**config.mk**
```make
export PLATFORM = sky130hd
export DESIGN_NAME = reset_boot_power_modes
export DESIGN_NICKNAME = d
export VERILOG_FILES = /design/src/hdl/rbpm_pkg.sv /design/src/hdl/pin_filter.sv /design/src/hdl/reset_boot_power_modes.sv
export SDC_FILE = /design/constraint.sdc
export NUM_CORES = 1
export LEC_CHECK = 0
export ABC_CLOCK_PERIOD_IN_PS = 2100
export BUFFER_PORTS_ARGS = -buffer_cell sky130_fd_sc_hd__buf_2
export CAP_MARGIN = 20
export CORE_MARGIN = 3
export CORE_UTILIZATION = 52
export CTS_CLUSTER_DIAMETER = 200
export CTS_CLUSTER_SIZE = 16
export DETAILED_ROUTE_END_ITERATION = 12
export MAX_ROUTING_LAYER = met4
export PLACE_DENSITY = 0.86
export RECOVER_POWER = 50
export SLEW_MARGIN = 15
export SYNTH_ARGS = -nofsm -noshare
export SYNTH_HDL_FRONTEND = slang
export SYNTH_HIERARCHICAL = 1
export SYNTH_SLANG_ARGS = --single-unit
```
**constraint.sdc**
```tcl
create_clock -name clk -period 2.1 [get_ports clk]
set_input_delay 0.105 -clock clk [delete_from_list [all_inputs] [get_ports clk]]
set_output_delay 0.105 -clock clk [all_outputs]
set_load 0.05 [all_outputs]
```
**src/hdl/rbpm_pkg.sv**
```systemverilog
package rbpm_pkg;

	// Last machine cycle divider count; one machine cycle is this count plus one oscillator clocks
	localparam logic [3:0]  MC_LAST         = 4'hB;
	// Machine cycles the reset pin must stay high before a reset is taken
	localparam logic [1:0]  RESET_MIN_MC    = 2'h2;
	// Clocks a wake pin must stay low before power-down is left
	localparam logic [10:0] WAKE_LOW_CLOCKS = 11'h400;

	// Register byte offsets, one aligned word each
	localparam logic [3:0]  OFS_POWER_CONTROL = 4'h0;
	localparam logic [3:0]  OFS_FLASH_CONFIG  = 4'h4;
	localparam logic [3:0]  OFS_BOOT_VECTOR   = 4'h8;
	localparam logic [3:0]  OFS_STATUS        = 4'hC;

	// Field positions in power_control_reg
	localparam int          IDLE_POS      = 0;
	localparam int          PD_POS        = 1;
	localparam int          POF_POS       = 4;
	// Field positions in flash_config_reg
	localparam int          STRAP_POS     = 0;
	localparam int          USER_VEC_POS  = 2;
	localparam int          FROM_ZERO_POS = 3;
	// Field positions in the status word
	localparam int          CORE_RST_POS  = 3;
	localparam int          ADDR_POS      = 16;

	// Reset values of the stored boot controls
	localparam logic        USER_VEC_RST    = 1'b1;
	localparam logic        FROM_ZERO_RST   = 1'b1;
	localparam logic [7:0]  BOOT_VECTOR_RST = 8'h00;
	localparam logic [15:0] ZERO_ADDR       = 16'h0000;
	// Address masks for the user vector: top two or top three bits cleared
	localparam logic [15:0] LARGE_MASK      = 16'h3FFF;
	localparam logic [15:0] SMALL_MASK      = 16'h1FFF;

	// Sequencer modes
	typedef enum logic [2:0] {
		MODE_RESET,
		MODE_RUN,
		MODE_IDLE,
		MODE_PDOWN,
		MODE_WAKE
	} mode_t;

	// Avalon-MM request from the master
	typedef struct packed {
		logic [3:0]  address;
		logic        read;
		logic        write;
		logic [3:0]  byteenable;
		logic [31:0] writedata;
	} avs_req_t;

	// Pins arriving from outside the clock domain
	typedef struct packed {
		logic int1_n;
		logic int0_n;
		logic p1_1;
		logic p1_0;
		logic ea_n;
		logic rst_pin;
	} pins_t;

endpackage : rbpm_pkg

```
**src/hdl/pin_filter.sv**
```systemverilog
`timescale 1ns/10ps
// Three-stage synchroniser; a level counts once stages two and three agree
module pin_filter #(
	parameter int WIDTH = 6
) (
	input  wire logic             clk,
	input  wire logic             rst,
	input  wire logic [WIDTH-1:0] pin_in,
	output      logic [WIDTH-1:0] level
);

	// Whole state of the filter
	typedef struct packed {
		logic [WIDTH-1:0] s1;   // First stage, read only by s2
		logic [WIDTH-1:0] s2;   // Second stage
		logic [WIDTH-1:0] s3;   // Third stage
		logic [WIDTH-1:0] lvl;  // Accepted level
	} filt_t;

	filt_t q;
	filt_t d;

	// Next state: shift, and accept a level per bit on agreement
	always_comb begin
		d    = q;
		d.s1 = pin_in;
		d.s2 = q.s1;
		d.s3 = q.s2;
		for (int i = 0; i < WIDTH; i++) begin
			// Disagreement means the pin is still moving; keep old level
			if (q.s2[i] == q.s3[i]) begin
				d.lvl[i] = q.s3[i];
			end
		end
	end

	// Registers; all stages clear, real levels settle four clocks later
	always_ff @(posedge clk) begin
		if (rst) begin
			q <= '{s1: '0, s2: '0, s3: '0, lvl: '0};
		end else begin
			q <= d;
		end
	end

	assign level = q.lvl;

endmodule : pin_filter

```
**src/hdl/reset_boot_power_modes.sv**
```systemverilog
`timescale 1ns/10ps
module reset_boot_power_modes #(
	parameter logic        LARGE_PART        = 1'b1,     // Selects which top address bits clear
	parameter logic [15:0] DEFAULT_BOOT_ADDR = 16'h2000  // Default boot vector, plain value
) (
	input  wire logic                clk,
	input  wire logic                rst,
	// Register bus
	input  wire rbpm_pkg::avs_req_t  avs_req,
	output      logic [31:0]         avs_readdata,
	output      logic                avs_waitrequest,
	// Pins from outside the clock domain
	input  wire rbpm_pkg::pins_t     pins,
	// Core side, same clock
	input  wire logic                core_ale,
	input  wire logic                core_program_store_strobe_n_n,
	input  wire logic                irq_start,
	input  wire logic                int0_enable,
	input  wire logic                int1_enable,
	// Outputs
	output      logic                core_reset,
	output      logic                cpu_run,
	output      logic                clock_run,
	output      logic [15:0]         boot_address,
	output      logic                address_latch_strobe,
	output      logic                program_store_strobe_n,
	output      logic                strobe_weak,
	output      logic                port_pull_high,
	output      logic                wake_int,
	output      logic                wake_source
);

	// Whole state of the sequencer
	typedef struct packed {
		rbpm_pkg::mode_t mode;          // Current sequencer mode
		logic [3:0]      mc_cnt;        // Machine cycle divider
		logic [1:0]      hold_mc;       // Machine cycles reset pin seen high
		logic            pin_prev;      // Filtered reset pin, one cycle back
		logic            por_seq;       // Still in the power-up sequence
		logic [10:0]     low_cnt;       // Clocks a wake pin has been low
		logic            wake_src;      // Which external interrupt woke us
		logic            idle_bit;      // Idle request
		logic            power_down_bit; // Power-down request
		logic            power_on_flag; // Set at power-up only
		logic            strap_boot_status; // Last boot had both straps low
		logic            user_vec_n;    // Zero selects the user vector
		logic            from_zero_n;   // Zero selects address zero
		logic [7:0]      boot_vec;      // Programmable boot vector
		logic [15:0]     boot_addr;     // Start address handed to the core
		logic            core_reset;    // Core held in reset
		logic            cpu_run;       // Program counter may advance
		logic            clock_run;     // Core clock enabled
		logic            ale;           // Address latch strobe out
		logic            program_store_strobe_n_n;        // Program store strobe out
		logic            strobe_weak;   // Strobes driven weakly
		logic            port_pull;     // Ports weakly pulled high
		logic            wake_int;      // Wake interrupt start pulse
		logic            waitrequest;   // Bus wait, high when idle
		logic [31:0]     readdata;      // Bus read data
	} state_t;

	// Value taken on the power-on reset
	localparam state_t RESET_STATE = '{
		mode:              rbpm_pkg::MODE_RESET,
		mc_cnt:            4'h0,
		hold_mc:           2'h0,
		pin_prev:          1'b0,
		por_seq:           1'b1,
		low_cnt:           11'h000,
		wake_src:          1'b0,
		idle_bit:          1'b0,
		power_down_bit:    1'b0,
		power_on_flag:     1'b1,
		strap_boot_status: 1'b0,
		user_vec_n:        rbpm_pkg::USER_VEC_RST,
		from_zero_n:       rbpm_pkg::FROM_ZERO_RST,
		boot_vec:          rbpm_pkg::BOOT_VECTOR_RST,
		boot_addr:         rbpm_pkg::ZERO_ADDR,
		core_reset:        1'b1,
		cpu_run:           1'b0,
		clock_run:         1'b1,
		ale:               1'b1,
		program_store_strobe_n_n:            1'b1,
		strobe_weak:       1'b1,
		port_pull:         1'b1,
		wake_int:          1'b0,
		waitrequest:       1'b1,
		readdata:          32'h0000_0000
	};

	state_t          q;             // Registered state
	state_t          d;             // Next state
	rbpm_pkg::pins_t pin_lvl;       // Filtered pin levels

	// Every outside pin goes through the three-stage filter
	pin_filter #(
		.WIDTH  ($bits(rbpm_pkg::pins_t))
	) u_pin_filter (
		.clk    (clk),
		.rst    (rst),
		.pin_in (pins),
		.level  (pin_lvl)
	);

	// Start address chosen at the reset fall
	function automatic logic [15:0] pick_boot(
		input logic       ea_n,
		input logic       straps_low,
		input logic       user_vec_n,
		input logic       from_zero_n,
		input logic [7:0] vec
	);
		logic [15:0] user_addr;
		user_addr = {vec, 8'h00} & (LARGE_PART ? rbpm_pkg::LARGE_MASK : rbpm_pkg::SMALL_MASK);
		if (!ea_n) begin
			pick_boot = rbpm_pkg::ZERO_ADDR;
		end else if (straps_low) begin
			pick_boot = user_vec_n ? DEFAULT_BOOT_ADDR : user_addr;
		end else if (!from_zero_n) begin
			pick_boot = rbpm_pkg::ZERO_ADDR;
		end else begin
			pick_boot = user_vec_n ? DEFAULT_BOOT_ADDR : user_addr;
		end
	endfunction : pick_boot

	// Next-state logic for divider, reset qualifier, bus and modes
	always_comb begin
		logic        mc_tick;       // One clock per machine cycle
		logic        reset_ok;      // Pin high long enough to count
		logic        release_now;   // Qualified falling edge of reset
		logic        straps_low;    // Both strap pins low
		logic        wr_hit;        // Write taken this edge
		logic        wake_low;      // Enabled wake pin held low
		logic [31:0] rd;            // Read mux
		mc_tick     = 1'b0;
		reset_ok    = 1'b0;
		release_now = 1'b0;
		straps_low  = 1'b0;
		wr_hit      = 1'b0;
		wake_low    = 1'b0;
		rd          = 32'h0000_0000;

		d             = q;
		d.wake_int    = 1'b0;
		d.waitrequest = 1'b1;

		// Divider restarts as the reset pin rises, so two ticks mean two full cycles
		mc_tick  = (q.mc_cnt == rbpm_pkg::MC_LAST);
		d.mc_cnt = (mc_tick || (pin_lvl.rst_pin && !q.pin_prev)) ? 4'h0 : q.mc_cnt + 4'h1;

		// Count whole machine cycles of reset-high; the rising clock never counts
		d.pin_prev = pin_lvl.rst_pin;
		if (!pin_lvl.rst_pin) begin
			d.hold_mc = 2'h0;
		end else if (mc_tick && q.pin_prev && q.hold_mc != rbpm_pkg::RESET_MIN_MC) begin
			d.hold_mc = q.hold_mc + 2'h1;
		end
		// A shorter pulse is ignored, as the pin has not qualified
		reset_ok    = pin_lvl.rst_pin && (q.hold_mc == rbpm_pkg::RESET_MIN_MC);
		release_now = !pin_lvl.rst_pin && q.pin_prev
			&& (q.hold_mc == rbpm_pkg::RESET_MIN_MC);
		straps_low  = !pin_lvl.p1_0 && !pin_lvl.p1_1;

		// Read mux; unmapped or unaligned reads return zero
		if (avs_req.address[1:0] == 2'b00) begin
			case (avs_req.address)
				rbpm_pkg::OFS_POWER_CONTROL: begin
					rd[rbpm_pkg::IDLE_POS] = q.idle_bit;
					rd[rbpm_pkg::PD_POS]   = q.power_down_bit;
					rd[rbpm_pkg::POF_POS]  = q.power_on_flag;
				end
				rbpm_pkg::OFS_FLASH_CONFIG: begin
					rd[rbpm_pkg::STRAP_POS]     = q.strap_boot_status;
					rd[rbpm_pkg::USER_VEC_POS]  = q.user_vec_n;
					rd[rbpm_pkg::FROM_ZERO_POS] = q.from_zero_n;
				end
				rbpm_pkg::OFS_BOOT_VECTOR: begin
					rd[7:0] = q.boot_vec;
				end
				rbpm_pkg::OFS_STATUS: begin
					rd[2:0]                      = 3'(q.mode);
					rd[rbpm_pkg::CORE_RST_POS]   = q.core_reset;
					rd[rbpm_pkg::ADDR_POS +: 16] = q.boot_addr;
				end
				default: begin
					rd = 32'h0000_0000;
				end
			endcase
		end

		// One wait cycle, then answer; write acts at the low-wait edge
		if ((avs_req.read || avs_req.write) && q.waitrequest) begin
			d.waitrequest = 1'b0;
			d.readdata    = avs_req.read ? rd : 32'h0000_0000;
		end
		wr_hit = avs_req.write && !q.waitrequest && avs_req.byteenable[0]
			&& (avs_req.address[1:0] == 2'b00);
		if (wr_hit) begin
			case (avs_req.address)
				rbpm_pkg::OFS_POWER_CONTROL: begin
					d.idle_bit       = avs_req.writedata[rbpm_pkg::IDLE_POS];
					d.power_down_bit = avs_req.writedata[rbpm_pkg::PD_POS];
					// Software may only clear the flag, never set it
					d.power_on_flag  = q.power_on_flag
						& avs_req.writedata[rbpm_pkg::POF_POS];
				end
				rbpm_pkg::OFS_FLASH_CONFIG: begin
					d.user_vec_n  = avs_req.writedata[rbpm_pkg::USER_VEC_POS];
					d.from_zero_n = avs_req.writedata[rbpm_pkg::FROM_ZERO_POS];
				end
				rbpm_pkg::OFS_BOOT_VECTOR: begin
					d.boot_vec = avs_req.writedata[7:0];
				end
				default: begin
					d.boot_vec = q.boot_vec;
				end
			endcase
		end

		// Enabled external level interrupts only
		wake_low = (!pin_lvl.int0_n && int0_enable) || (!pin_lvl.int1_n && int1_enable);

		// Mode sequencing
		case (q.mode)
			rbpm_pkg::MODE_RESET: begin
				// Strobes weakly high; ports pulled only on power-up
				d.core_reset  = 1'b1;
				d.cpu_run     = 1'b0;
				d.clock_run   = 1'b1;
				d.ale         = 1'b1;
				d.program_store_strobe_n_n      = 1'b1;
				d.strobe_weak = 1'b1;
				d.port_pull   = q.por_seq;
				if (release_now) begin
					d.mode              = rbpm_pkg::MODE_RUN;
					d.core_reset        = 1'b0;
					d.cpu_run           = 1'b1;
					d.strobe_weak       = 1'b0;
					d.port_pull         = 1'b0;
					d.por_seq           = 1'b0;
					d.strap_boot_status = straps_low;
					d.boot_addr         = pick_boot(pin_lvl.ea_n, straps_low,
						q.user_vec_n, q.from_zero_n, q.boot_vec);
				end
			end
			rbpm_pkg::MODE_RUN: begin
				// Strobes follow the core while running
				d.ale     = core_ale;
				d.program_store_strobe_n_n  = core_program_store_strobe_n_n;
				d.cpu_run = 1'b1;
				// Power-down wins when both bits are written together
				if (d.power_down_bit) begin
					d.mode      = rbpm_pkg::MODE_PDOWN;
					d.cpu_run   = 1'b0;
					d.clock_run = 1'b0;
					d.ale       = 1'b0;
					d.program_store_strobe_n_n    = 1'b0;
					d.low_cnt   = 11'h000;
				end else if (d.idle_bit) begin
					d.mode    = rbpm_pkg::MODE_IDLE;
					d.cpu_run = 1'b0;
					d.ale     = 1'b1;
					d.program_store_strobe_n_n  = 1'b1;
				end
			end
			rbpm_pkg::MODE_IDLE: begin
				// Clock and peripherals run; only the PC stops
				d.clock_run = 1'b1;
				d.ale       = 1'b1;
				d.program_store_strobe_n_n    = 1'b1;
				if (irq_start) begin
					d.idle_bit = 1'b0;
					d.mode     = rbpm_pkg::MODE_RUN;
					d.cpu_run  = 1'b1;
				end
			end
			rbpm_pkg::MODE_PDOWN: begin
				// Count how long an enabled pin has been held low
				d.ale    = 1'b0;
				d.program_store_strobe_n_n = 1'b0;
				if (!wake_low) begin
					d.low_cnt = 11'h000;
				end else if (q.low_cnt == rbpm_pkg::WAKE_LOW_CLOCKS - 11'h001) begin
					// Interrupt start: clock back, bit cleared, wait for pin high
					d.power_down_bit = 1'b0;
					d.clock_run      = 1'b1;
					d.mode           = rbpm_pkg::MODE_WAKE;
					d.wake_src       = pin_lvl.int0_n && int1_enable;
				end else begin
					d.low_cnt = q.low_cnt + 11'h001;
				end
			end
			rbpm_pkg::MODE_WAKE: begin
				// Service starts only once the waking pin is back high
				d.ale    = 1'b0;
				d.program_store_strobe_n_n = 1'b0;
				if (q.wake_src ? pin_lvl.int1_n : pin_lvl.int0_n) begin
					d.wake_int = 1'b1;
					d.mode     = rbpm_pkg::MODE_RUN;
					d.cpu_run  = 1'b1;
				end
			end
			default: begin
				d.mode = rbpm_pkg::MODE_RESET;
			end
		endcase

		// A qualified reset overrides every mode and clears both requests
		if (reset_ok) begin
			d.mode           = rbpm_pkg::MODE_RESET;
			d.idle_bit       = 1'b0;
			d.power_down_bit = 1'b0;
			d.core_reset     = 1'b1;
			d.cpu_run        = 1'b0;
			d.clock_run      = 1'b1;
			d.ale            = 1'b1;
			d.program_store_strobe_n_n         = 1'b1;
			d.strobe_weak    = 1'b1;
			d.port_pull      = q.por_seq;
			d.low_cnt        = 11'h000;
		end
	end

	// State register; rst is the power-on reset of this block.
	always_ff @(posedge clk) begin
		if (rst) begin
			q <= RESET_STATE;
		end else begin
			q <= d;
		end
	end

	// Every output straight from the state register
	assign avs_readdata           = q.readdata;
	assign avs_waitrequest        = q.waitrequest;
	assign core_reset             = q.core_reset;
	assign cpu_run                = q.cpu_run;
	assign clock_run              = q.clock_run;
	assign boot_address           = q.boot_addr;
	assign address_latch_strobe   = q.ale;
	assign program_store_strobe_n = q.program_store_strobe_n_n;
	assign strobe_weak            = q.strobe_weak;
	assign port_pull_high         = q.port_pull;
	assign wake_int               = q.wake_int;
	assign wake_source            = q.wake_src;

endmodule : reset_boot_power_modes

```
After elaboration in Yosys (flattened, before gate mapping)
Index checks and enable logic that the tools add are counted.
{ "totals": {"regBits": 118, "wordCells": 162, "input_bits": 55} }
{ "op_classes": {"reduce_logical": 47, "n_bitwise": 3, "n_eq_ne": 25, "addsub": 3, "mux": 50} }
{ "ops": {"columns": ["op", "n"], "rows": [
  ["$mux 32", 2],
  ["$mux 16", 3],
  ["$mux 11", 3],
  ["$mux 33", 1],
  ["$mux 3", 10],
  ["$mux 14", 2],
  ["$pmux 11 s2", 1],
  ["$mux 1", 16],
  ["$pmux 3 s5", 1],
  ["$logic_and 1x1->1", 14],
  ["$ne 2x2->1 const B", 7],
  ["$eq 4x4->1 const B", 3],
  ["$pmux 2 s3", 2],
  ["$reduce_or 2->1", 6],
  ["$add 11x1->11 const B", 1],
  ["$eq 11x10->1 const B", 1],
  ["$reduce_and 3->1", 3],
  ["$mux 2", 4],
  ["$pmux 1 s4", 2],
  ["$reduce_and 2->1", 4],
  ["$logic_not 1->1", 7],
  ["$eq 1x1->1", 6],
  ["$eq 3x2->1 const B", 2],
  ["$ne 3x3->1 const B", 2],
  ["19 further kinds", 25]
]} }

Logic depth before layout (Yosys ltp)
Gate-level depths: netlist of run 1.
{ "logic_depth": {"ltp_word": 8, "mapped_depth": 8, "mapped_depth_nobuf": 7} }

By module
The synthesis of run 1 kept the hierarchy.
{ "modules_own_cells": {"columns": ["mod", "instances", "seq_area_each_um2", "area_each_um2", "cells_each"], "rows": [
  ["reset_boot_power_modes", 1, 1301.2, 3259.4, 374],
  ["pin_filter", 1, 480.5, 765.7, 68]
]} }

Least setup slack after synthesis of run 1
No wires, ideal clock.
{ "synth_timing": {"path_type": "flip-flop to flip-flop", "startpoint": "register q, in the netlist avs_waitrequest", "endpoint": "register q[72] (netlist bit)", "required_ns": 2.029, "setup_slack_ns": 0.245, "synth_period_minus_slack_ns": 1.855, "path_buffers": 0, "path_stages_with_launch": 6, "t_arrival_ns": 1.785, "setup_time_ns": 0.071, "cell_sequence": "dfxtp_1 > and3b_1 > nand2_1 > o311ai_4 > or4_1 > a21oi_1"} }
{ "synth_via": {"elab_chain_len": 7} }
{ "synth_rtl": {"columns": ["element", "line", "text"], "rows": [
  ["start, declared", "reset_boot_power_modes.sv:91", "state_t q;"],
  ["start signal, assigned", "reset_boot_power_modes.sv:327", "q <= RESET_STATE;"],
  ["start signal, assigned", "reset_boot_power_modes.sv:329", "q <= d;"],
  ["$logic_not 1->1", "reset_boot_power_modes.sv:196", "wr_hit = avs_req.write && !q.waitrequest && avs_req.byteenable[0]"],
  ["$logic_and 1x1->1 (2 in series)", "reset_boot_power_modes.sv:196", null],
  ["$logic_and 1x1->1", "reset_boot_power_modes.sv:197", "&& (avs_req.address[1:0] == 2'b00);"],
  ["$mux 3", "reset_boot_power_modes.sv:198", "if (wr_hit) begin"],
  ["$ne 2x2->1 (no line)", null, null],
  ["$reduce_and 3->1 (no line)", null, null]
]} }
No other way between the ends.
A chain may end at the register's enable or synchronous reset.

Worst setup path in the final report of run 1
{ "layout_timing": {"startpoint": "register q[92] (netlist bit)", "endpoint": "register q[73] (netlist bit)"} }
{ "layout_via": {"elab_chain_len": 3, "elab_cells_between_ends": 7, "cone_classes": "eq/ne (4); mux (1); reduce/logical (2)"} }
{ "layout_rtl": {"columns": ["element", "line", "text"], "rows": [
  ["$eq 3x2->1 or $eq 3x1->1 (tied branches)", "reset_boot_power_modes.sv:224", "case (q.mode)"],
  ["$ne 3x3->1 (no line) (tied with other cells)", null, null],
  ["$reduce_and 3->1 (no line)", null, null]
]} }
Parallel ways exist; a longest one is shown, timed or not.

==> impl_results.md, run 1 <==
- Total power: 3.101 mW
- Post-route minimum period: between 1500 and 2000 ps
- H-tree depth: 3
- Register area: approximately 1800 µm²
- Cells after DPL: between 500 and 600
- Synth-to-layout area growth: 9.543%
- Max_slew headroom: 0.4163
- Placed Instance Area: approximately 4000 µm²
- RSZ-0062 raised after global routing: false
- N_diodes: 0
- Distinct cell type count after synthesis: 56
- DRT Pass-1 Iters: 4
- CP top delay family: simple AND/OR/NAND/NOR gates
- Final core utilization: 0.5983
- Port Buffer Count: 57
- Layout cells sized above 1: 0.1498
- Number of global-route vias before repair: 2989
- Area leader, netlist: dfxtp_1
- Clock Skew: around 14 ps
- Max-slew violations: 0
- Synth Cell Area: 4025 µm²
- CP Class: flop to flop
- DRC viols: 0
- Max Freq: between 500 and 600 MHz
- Die area: about 9000 µm²
- Post-synthesis sequential area ratio: 0.4426
- Slowest Stage Delay on Critical Path: 630 ps
- Worst hold slack: around 14 ps
- Clock insertion delay at the later pin of the skew report: roughly 360 ps
- CP required: approximately 2300 ps
- Fin worst setup slack: about 200 ps
- Top cells by area, synth: dfxtp_1, buf_4, nor2_1, a22oi_1, mux2i_1
- Commonest non-fill, non-tap cell in the layout: dfxtp_1
- Worst VDD drop: 0.6407 mV
- Hold Path Class: input pin to flop
- Post-Place Worst Slack: around 180 ps
- Area of the multi-input gates: roughly 1800 µm²
- WP buf/inv: 0
- Crit. End Element: flop
- Ys flop type: dfxtp_1
- Largest net degree at the start of global routing: just over 40
- CP Max Fanout: 13
- Yosys warnings: 6
- Die H: 93.98 µm
- Worst-path clk slew: about 90 ps
- # fillers: approximately 650
- Synth Instances: between 400 and 500
- Initial DRC Count: approximately 220
- Max Root-Sink Buffers: 2
- Clock net sink count: between 80 and 90
- First-pass GRT wire length: 13580 µm
- Global route total overflow: 0
- Initial antenna violation count: 0
- CP startpoint kind: flop
- Worst path cell trace: o211ai_1, nor3_2, nor2_1, mux2i_1
- GPL Wtd Cong: roughly 0.88
- Final Hold Fails: 0
- Async S/R FF share, synth: 0
- CP max stage cell: dfxtp_1
- Vias post-DR: ~3200
- CP arrival: approximately 2100 ps
- Die Wd: between 90 and 100 µm
- Period utilization: 0.9062
- Total GRT Usage: 0.1965
- Setup violation total in the final timing report: 0
- ANT nets after route: 0
- Final setup TNS: 0 ps
- Starting Density: 0.5462
- CTS buffer count: 9
- Yosys reg bits: 89
- Final std cells w/o fill: just under 600
- EDFF count, synth: 0
- CTS tree: done
- Status: completed
- Post-DP HPWL: roughly 5800 µm
- Post CTS Setup Buffer Count: 0
- Max Cap Viol: 0
- Most frequent cells in the layout: dfxtp_1, nor2_1, nand2_1
- Core Region: 7370 µm²
- Num rows: 31
- Vias per cell: about 5.3
- Drt wl/cell: 13.82 µm
- Final net count: approximately 550
- Post-synth top area share: 0.4426
- Io pins: 113
- Drt total wl: a little over 8000 µm
- Syn_area_per_cell: a little over 9 µm²
- Leakage: between 1.5 and 2 nW
- Power per Cell Area: between 700 and 800 nW/µm²
- Tightest Pin Transition: 866.4 ps
- Design area: 4409 µm²
- CTS root buf: clkbuf_8
==> final timing paths <==
kind / start / slack [ps] / depth (start not counted) / end
min: core_program_store_strobe_n_n / 10 / 3 / program_store_strobe_n
min reg2reg: u_pin_filter/d[17] / 430 / 1 / u_pin_filter/d[11]
max reg2reg: q[92] / 200 / 4 / q[73]
max: q[92] / 200 / 4 / q[73]
==> metal layers <==
metal / wire, µm / track usage / vias to the layer above
li1: - / - / 1544
met4: 92 / 0.07942 / 0
met1: 3527 / 0.2407 / 1495
met5: 0 / - / -
met2: 4033 / 0.3211 / 109
met3: 542 / 0.03526 / 9
==> report_power, final <==
part	switching, mW	internal [mW]	leakage (nW)	total, mW
sequential	0.0116	1.71	0.721	1.72
clock	0.658	0.450	0.0884	1.11
combinational	0.199	0.0733	0.870	0.272
total	0.869	2.23	1.68	3.10
==> cells in the mapped netlist (all sizes together) (3+ instances only) <==
cell type and n:
o21ai 21, a22o 4, nor3 11, inv 5
mux2 3, nor2b 22, a21oi 24, and2b 4
ha 3, nand2 30, and3 3, dfxtp 89
nor2 50, mux2i 14, buf 62, nand3b 4
xnor2 5, a211o 3, o22ai 7, xor2 4
a22oi 19, nand3 8, nand2b 7, clkbuf 11
==> logic make-up after synthesis <==
family	Yosys count	synth area share
AO/OA/AOI/OAI	92	0.1505
XOR/XNOR	9	0.01958
adder cells (fa/ha/maj)	3	0.009326
buffers and inverters	78	0.1290
flip-flops	89	0.4426
multiplexers	18	0.04880
other	1	0.0009317
AND/OR/NAND/NOR	152	0.1993
==> tightest hold or removal path, delay by kind of cell <==
kind	cells	cell delay [ps]
AOI/OAI and AO/OA	1	130
buffers and inverters	1	70
and+or+nand+nor	1	40
==> flip-flops by register name, summed over array words and instances, names as in the netlist, 6 cells and up <==
register            cells
q                      36
u_pin_filter/d         12
avs_readdata           14
boot_address            6
u_pin_filter/q          6
u_pin_filter/level      6
==> cell type report <==
type,count,area share
clock inverter,7,0.01390
multi-input combinational,302,0.4152
inverter,5,0.004257
timing repair buffer,82,0.1064
clock buffer,9,0.02809
sequential,89,0.4041
tap,99,0.02809
==> timing repair <==
| action | in CTS | in global routing |
|---|---|---|
| resized for setup | 0 | 1 |
| endpoints found under the setup margin | 0 | 1 |
| hold buffers | 13 | 0 |
| hold endpoints to repair | 14 | 0 |
No activity file was read; power rests on OpenSTA's default activity.
==> run 2: changes to the inputs <==
--- a/config.mk
+++ b/config.mk
@@ -8,6 +8,7 @@
 export ABC_CLOCK_PERIOD_IN_PS = 2100
 export BUFFER_PORTS_ARGS = -buffer_cell sky130_fd_sc_hd__buf_2
 export CAP_MARGIN = 20
+export CORE_ASPECT_RATIO = 0.8
 export CORE_MARGIN = 3
 export CORE_UTILIZATION = 52
 export CTS_CLUSTER_DIAMETER = 200
==> run 2 against run 1 <==
- hold slack lost 9.5 ps
- total power grew 1.5%
- via count shrank 0.86%
- non-clock buffer count is the same
- sequential share of layout area shrank 0.092 points
- count of clock-buffer cells in the layout is the same
- register-to-register slack gained 50 ps
- wire length shrank 2.3%
- cell count grew 1.0%
- global-route usage shrank 0.95 points
- sequential power is essentially flat
- critical endpoint is now q[91]
- largest cell class unchanged
- largest power group unchanged
- highest routed layer unchanged
==> impl_results.md, run 2 (synthesized netlist as in run 1, its figures left out) <==
- Status: completed
- Final Hold Fails: 0
- CP Class: flop to flop
- Global route total overflow: 0
- Number of global-route vias before repair: approximately 2800
- Design area: ~4400 µm²
- Drt total wl: 8008 µm
- Initial antenna violation count: 0
- M1 WL: 3566 µm
- Die area: ~8800 µm²
- CTS root buf: clkbuf_8
- Post-route minimum period: ~1800 ps
- Layout cells sized above 1: 0.1457
- Commonest non-fill, non-tap cell in the layout: dfxtp_1
- Max Freq: approximately 540 MHz
- DRT Pass-1 Iters: 7
- Die Wd: ~100 µm
- RSZ-0062 raised after global routing: false
- Synth-to-layout area growth: 9.792%
- Tightest Pin Transition: between 1000 and 1500 ps
- Worst VDD drop: ~0.45 mV
- Max_slew headroom: 0.2679
- # fillers: 670
- Most frequent cells in the layout: dfxtp_1, nor2_1, nand2_1, clkbuf_1
- Met3 WL: around 600 µm
- CP max stage cell: o311ai_2
- Post-DP HPWL: 5739 µm
- Final setup TNS: 0 ps
- ANT nets after route: 0
- Worst-path clk slew: 90 ps
- DRC viols: 0
- Leakage: between 1.5 and 2 nW
- Max-slew violations: 0
- Post CTS Setup Buffer Count: 0
- First-pass GRT wire length: roughly 13000 µm
- Clock Skew: around 10 ps
- CTS tree: done
- GPL Wtd Cong: about 0.85
- Num rows: 28
- Port Buffer Count: between 50 and 60
- Initial DRC Count: between 150 and 200
- CP arrival: between 2000 and 2500 ps
- Io pins: approximately 110
- Worst path cell trace: ha_1, and3_1, nand4_1, o311ai_2, o21ai_0, a22o_1
- Clock net sink count: approximately 90
- Power per Cell Area: about 710 nW/µm²
- Die H: approximately 85 µm
- Starting Density: 0.5394
- FF-to-FF setup slack: ~250 ps
- H-tree depth: 3
- Largest net degree at the start of global routing: 36
- Total power: 3.148 mW
- Max Cap Viol: 0
- Top sig layer: met4
- Crit. End Element: flop
- Core Region: between 7000 and 8000 µm²
- Largest Register: q
- Final net count: ~550
- Vias per cell: 5.225
- CP required: between 2000 and 2500 ps
- Period utilization: 0.8802
- Max Root-Sink Buffers: 2
- Max reg flops: 36
- Placed Instance Area: 4133 µm²
- Clock insertion delay at the later pin of the skew report: between 300 and 400 ps
- DR WL met2: 3744 µm
- N_diodes: 0
- Hold Path Class: input pin to flop
- Total GRT Usage: 0.1869
- Vias post-DR: about 3100
- CP startpoint kind: flop
- CTS buffer count: 9
- Drt wl/cell: ~13 µm
- CP Max Fanout: 5
- Setup violation total in the final timing report: 0
- Slowest Stage Delay on Critical Path: about 400 ps
[run 2: stage by stage]
stage / hold WS (ps) / instances / setup slack, ps / utilization
floorplan: 222.9 / 469 / 244.7 / -
global placement: 313.3 / 570 / 231.9 / 0.5538
detailed placement: 317.1 / 570 / 191.4 / 0.5538
CTS: 1.168 / 598 / 97.86 / 0.5959
global route: 7.616 / 599 / 90.12 / 0.5922
finish: 4.247 / 599 / 251.5 / 0.5922
[run 2: where the power goes]
group	internal, mW	switching [mW]	total [mW]	leakage (nW)
clock network	0.549	0.607	1.16	0.0994
logic	0.0714	0.201	0.273	0.866
registers	1.71	0.0111	1.72	0.721
[run 2: per-layer routing]
layer / up-vias / track usage
met5: - / -
met4: 0 / 0.04227
met3: 10 / 0.06918
met2: 114 / 0.2943
met1: 1459 / 0.2301
li1: 1547 / -
[run 2: critical path: cells and delay by family (launching register included)]
family	cells	cell delay, ps
AO/OA/AOI/OAI	3	740
AND/OR/NAND/NOR	2	410
flip-flops	1	390
adder cells (fa/ha/maj)	1	200
[run 2: timing repair]
action	CTS	global route
resized for setup	0	1
hold buffers	12	1
endpoints found under the hold margin	13	1
setup endpoints to repair	0	1
[run 2: path summary, 6_finish.rpt]
| check | end | start | depth (start not counted) |
|---|---|---|---|
| worst max register to register | q[91] | q[72] | 6 |
| worst min register to register | u_pin_filter/d[10] | u_pin_filter/d[16] | 1 |
| worst max-delay path | q[91] | q[72] | 6 |
| worst min-delay path | q[70] | irq_start | 2 |
[run 2: cell type report]
cell class,instances,area (µm²),share of cell area
multi-input cells,302,1828,0.4136
repair buffers,82,465.4,0.1053
clock buffers,9,123.9,0.02803
clock inverters,7,70.07,0.01586
well taps,105,131.4,0.02973
inverters,5,18.77,0.004247
flip-flops and latches,89,1782,0.4032
==> run 3: changes to the inputs <==
--- a/config.mk
+++ b/config.mk
@@ -8,13 +8,11 @@
 export ABC_CLOCK_PERIOD_IN_PS = 2100
 export BUFFER_PORTS_ARGS = -buffer_cell sky130_fd_sc_hd__buf_2
 export CAP_MARGIN = 20
-export CORE_ASPECT_RATIO = 0.8
 export CORE_MARGIN = 3
 export CORE_UTILIZATION = 52
 export CTS_CLUSTER_DIAMETER = 200
 export CTS_CLUSTER_SIZE = 16
 export DETAILED_ROUTE_END_ITERATION = 12
-export MAX_ROUTING_LAYER = met4
 export PLACE_DENSITY = 0.86
 export RECOVER_POWER = 50
 export SLEW_MARGIN = 15
==> run 3 against run 2 <==
- sequential share of layout area up 0.22 points
- non-clock buffer count down 1
- clock skew up 4.3 ps
- sequential cell count unchanged
- hold slack better by 16 ps
- wire length up 2.4%
- largest cell class unchanged
- largest power group unchanged
==> impl_results.md, run 3 (synthesized netlist as in run 1, its figures left out) <==
- Max Cap Viol: 0
- Die H: between 90 and 100 µm
- Switching power: 0.8428 mW
- Layout cells sized above 1: 0.1481
- Most frequent cells in the layout: dfxtp_1, nor2_1, clkbuf_1
- Post-route minimum period: ~1900 ps
- Clock net sink count: 89
- CP required: between 2000 and 2500 ps
- ANT nets after route: 0
- CP arrival: between 2000 and 2500 ps
- Crit. End Element: flop
- Max reg flops: 36
- Combinational share of power: 0.088
- Synth-to-layout area growth: 9.201%
- Die Wd: about 94 µm
- Grt met1 use: 0.2354
- CTS root buf: clkbuf_8
- CP startpoint kind: flop
- Starting Density: 0.5462
- Worst VDD drop: a little over 0.5 mV
- Placed Instance Area: 4118 µm²
- Drt total wl: between 8000 and 9000 µm
- Tightest Pin Transition: 1077 ps
- Met3 usage: 0.05208
- Leakage: ~1.7 nW
- Clock insertion delay at the later pin of the skew report: around 360 ps
- Design area: between 4000 and 5000 µm²
- Worst path cell trace: ha_1, and3_1, nand4_1, o311ai_2, o21ai_0, a22o_1
- CP top delay family: compound AO/OA/AOI/OAI gates
- Largest net degree at the start of global routing: 35
- Busiest grt layer: met2
- Max Root-Sink Buffers: 2
- Register share of total power: 0.562
- Die area: ~8800 µm²
- Met2 Use GR: 0.3010
- Period utilization: 0.9192
- Hold Path Class: input pin to flop
- Vias post-DR: around 3100
- Commonest non-fill, non-tap cell in the layout: dfxtp_1
- Final net count: 546
- Max Freq: about 520 MHz
- DRC viols: 0
- Setup violation total in the final timing report: 0
- CP Max Fanout: 5
- Port Buffer Count: 57
- Power per Cell Area: roughly 700 nW/µm²
- CTS tree: done
- Global route total overflow: 0
- Sw Ratio: 0.2756
- Pint: ~2.2 mW
- Worst hold slack: roughly 20 ps
- Total GRT Usage: 0.1884
- Total power: between 3 and 4 mW
- Num rows: 31
- Clock Power Share: 0.350
- Initial DRC Count: between 200 and 250
- Largest Register: q
- CTS buffer count: 9
- Drt wl/cell: between 10 and 15 µm
- Post-DP HPWL: 5743 µm
- Number of global-route vias before repair: around 3000
- H-tree depth: 3
- DRT Pass-1 Iters: 4
- Core Region: ~7400 µm²
- CP Class: flop to flop
- WP buf/inv: 0
- Io pins: between 100 and 150
- Max-slew violations: 0
- Initial antenna violation count: 0
- Slowest Stage Delay on Critical Path: between 300 and 400 ps
- N_diodes: 0
- First-pass GRT wire length: roughly 13000 µm
- Vias per cell: 5.287
- Worst-path clk slew: 100 ps
- CP max stage cell: dfxtp_1
- Max_slew headroom: 0.2823
- GPL Wtd Cong: approximately 0.87
- Status: completed
- Clock Skew: between 10 and 15 ps
- Final Hold Fails: 0
## run 3: changes by cell type in the layout (fill, tap and decap cells not counted), moves of 2 or more
cell,before,now
clkinvlp_4,1,4
nor2b_1,17,15
nor2b_2,5,7
clkinv_2,3,0
## run 3: metrics by stage
step | TNS (ps) | utilization | instances | worst slack (ps)
floorplan | 0 | - | 469 | 244.7
global placement | 0 | 0.5587 | 563 | 199.7
detailed placement | 0 | 0.5587 | 563 | 186.7
CTS | 0 | 0.5995 | 591 | 131.1
global route | -10.22 | 0.5964 | 592 | -6.698
finish | 0 | 0.5964 | 592 | 169.6
## run 3: repair_timing
action                                  in CTS  in global routing
endpoints found under the hold margin       12                  0
endpoints found under the setup margin       0                  4
hold buffers                                12                  0
resized for setup                            0                  2
buffers inserted                             0                  0
## run 3: worst reg2reg max path, delay by kind of cell (launching register included)
family | cells | cell delay (ps)
compound gates | 3 | 750
simple gates | 2 | 490
flops | 1 | 390
fa+ha+maj | 1 | 200
## run 3: worst paths after layout
kind,start,end,slack [ps],depth (start not counted)
setup / recovery,q[72],q[91],170,6
hold / removal,avs_req[0],q[57],20,3
setup reg to reg,q[72],q[91],170,6
hold reg to reg,u_pin_filter/d[17],u_pin_filter/d[11],440,1
## run 3: power groups by stage
stage	logic [mW]	clock network (mW)	registers [mW]
6_report	0.270	1.07	1.72
5_1_grt	0.290	1.17	1.72
4_1_cts	0.269	1.09	1.72
3_5_place_dp	0.251	0	1.76
3_3_place_gp	0.246	0	1.76
2_1_floorplan	0.237	0	1.76
## run 3: metal layers
metal	share of wire	vias up
met4	0.023	0
met5	0	-
met3	0.068	20
met2	0.48	119
li1	-	1539
met1	0.43	1452
## run 3: area by class of cell
class                   count  area (µm²)
fillers                   658        2974
inverters                   5       18.77
clock inverters             7       56.30
well taps                  99       123.9
multi-input cells         302        1839
clock buffers               9       123.9
flip-flops and latches     89        1782
repair buffers             81       451.7
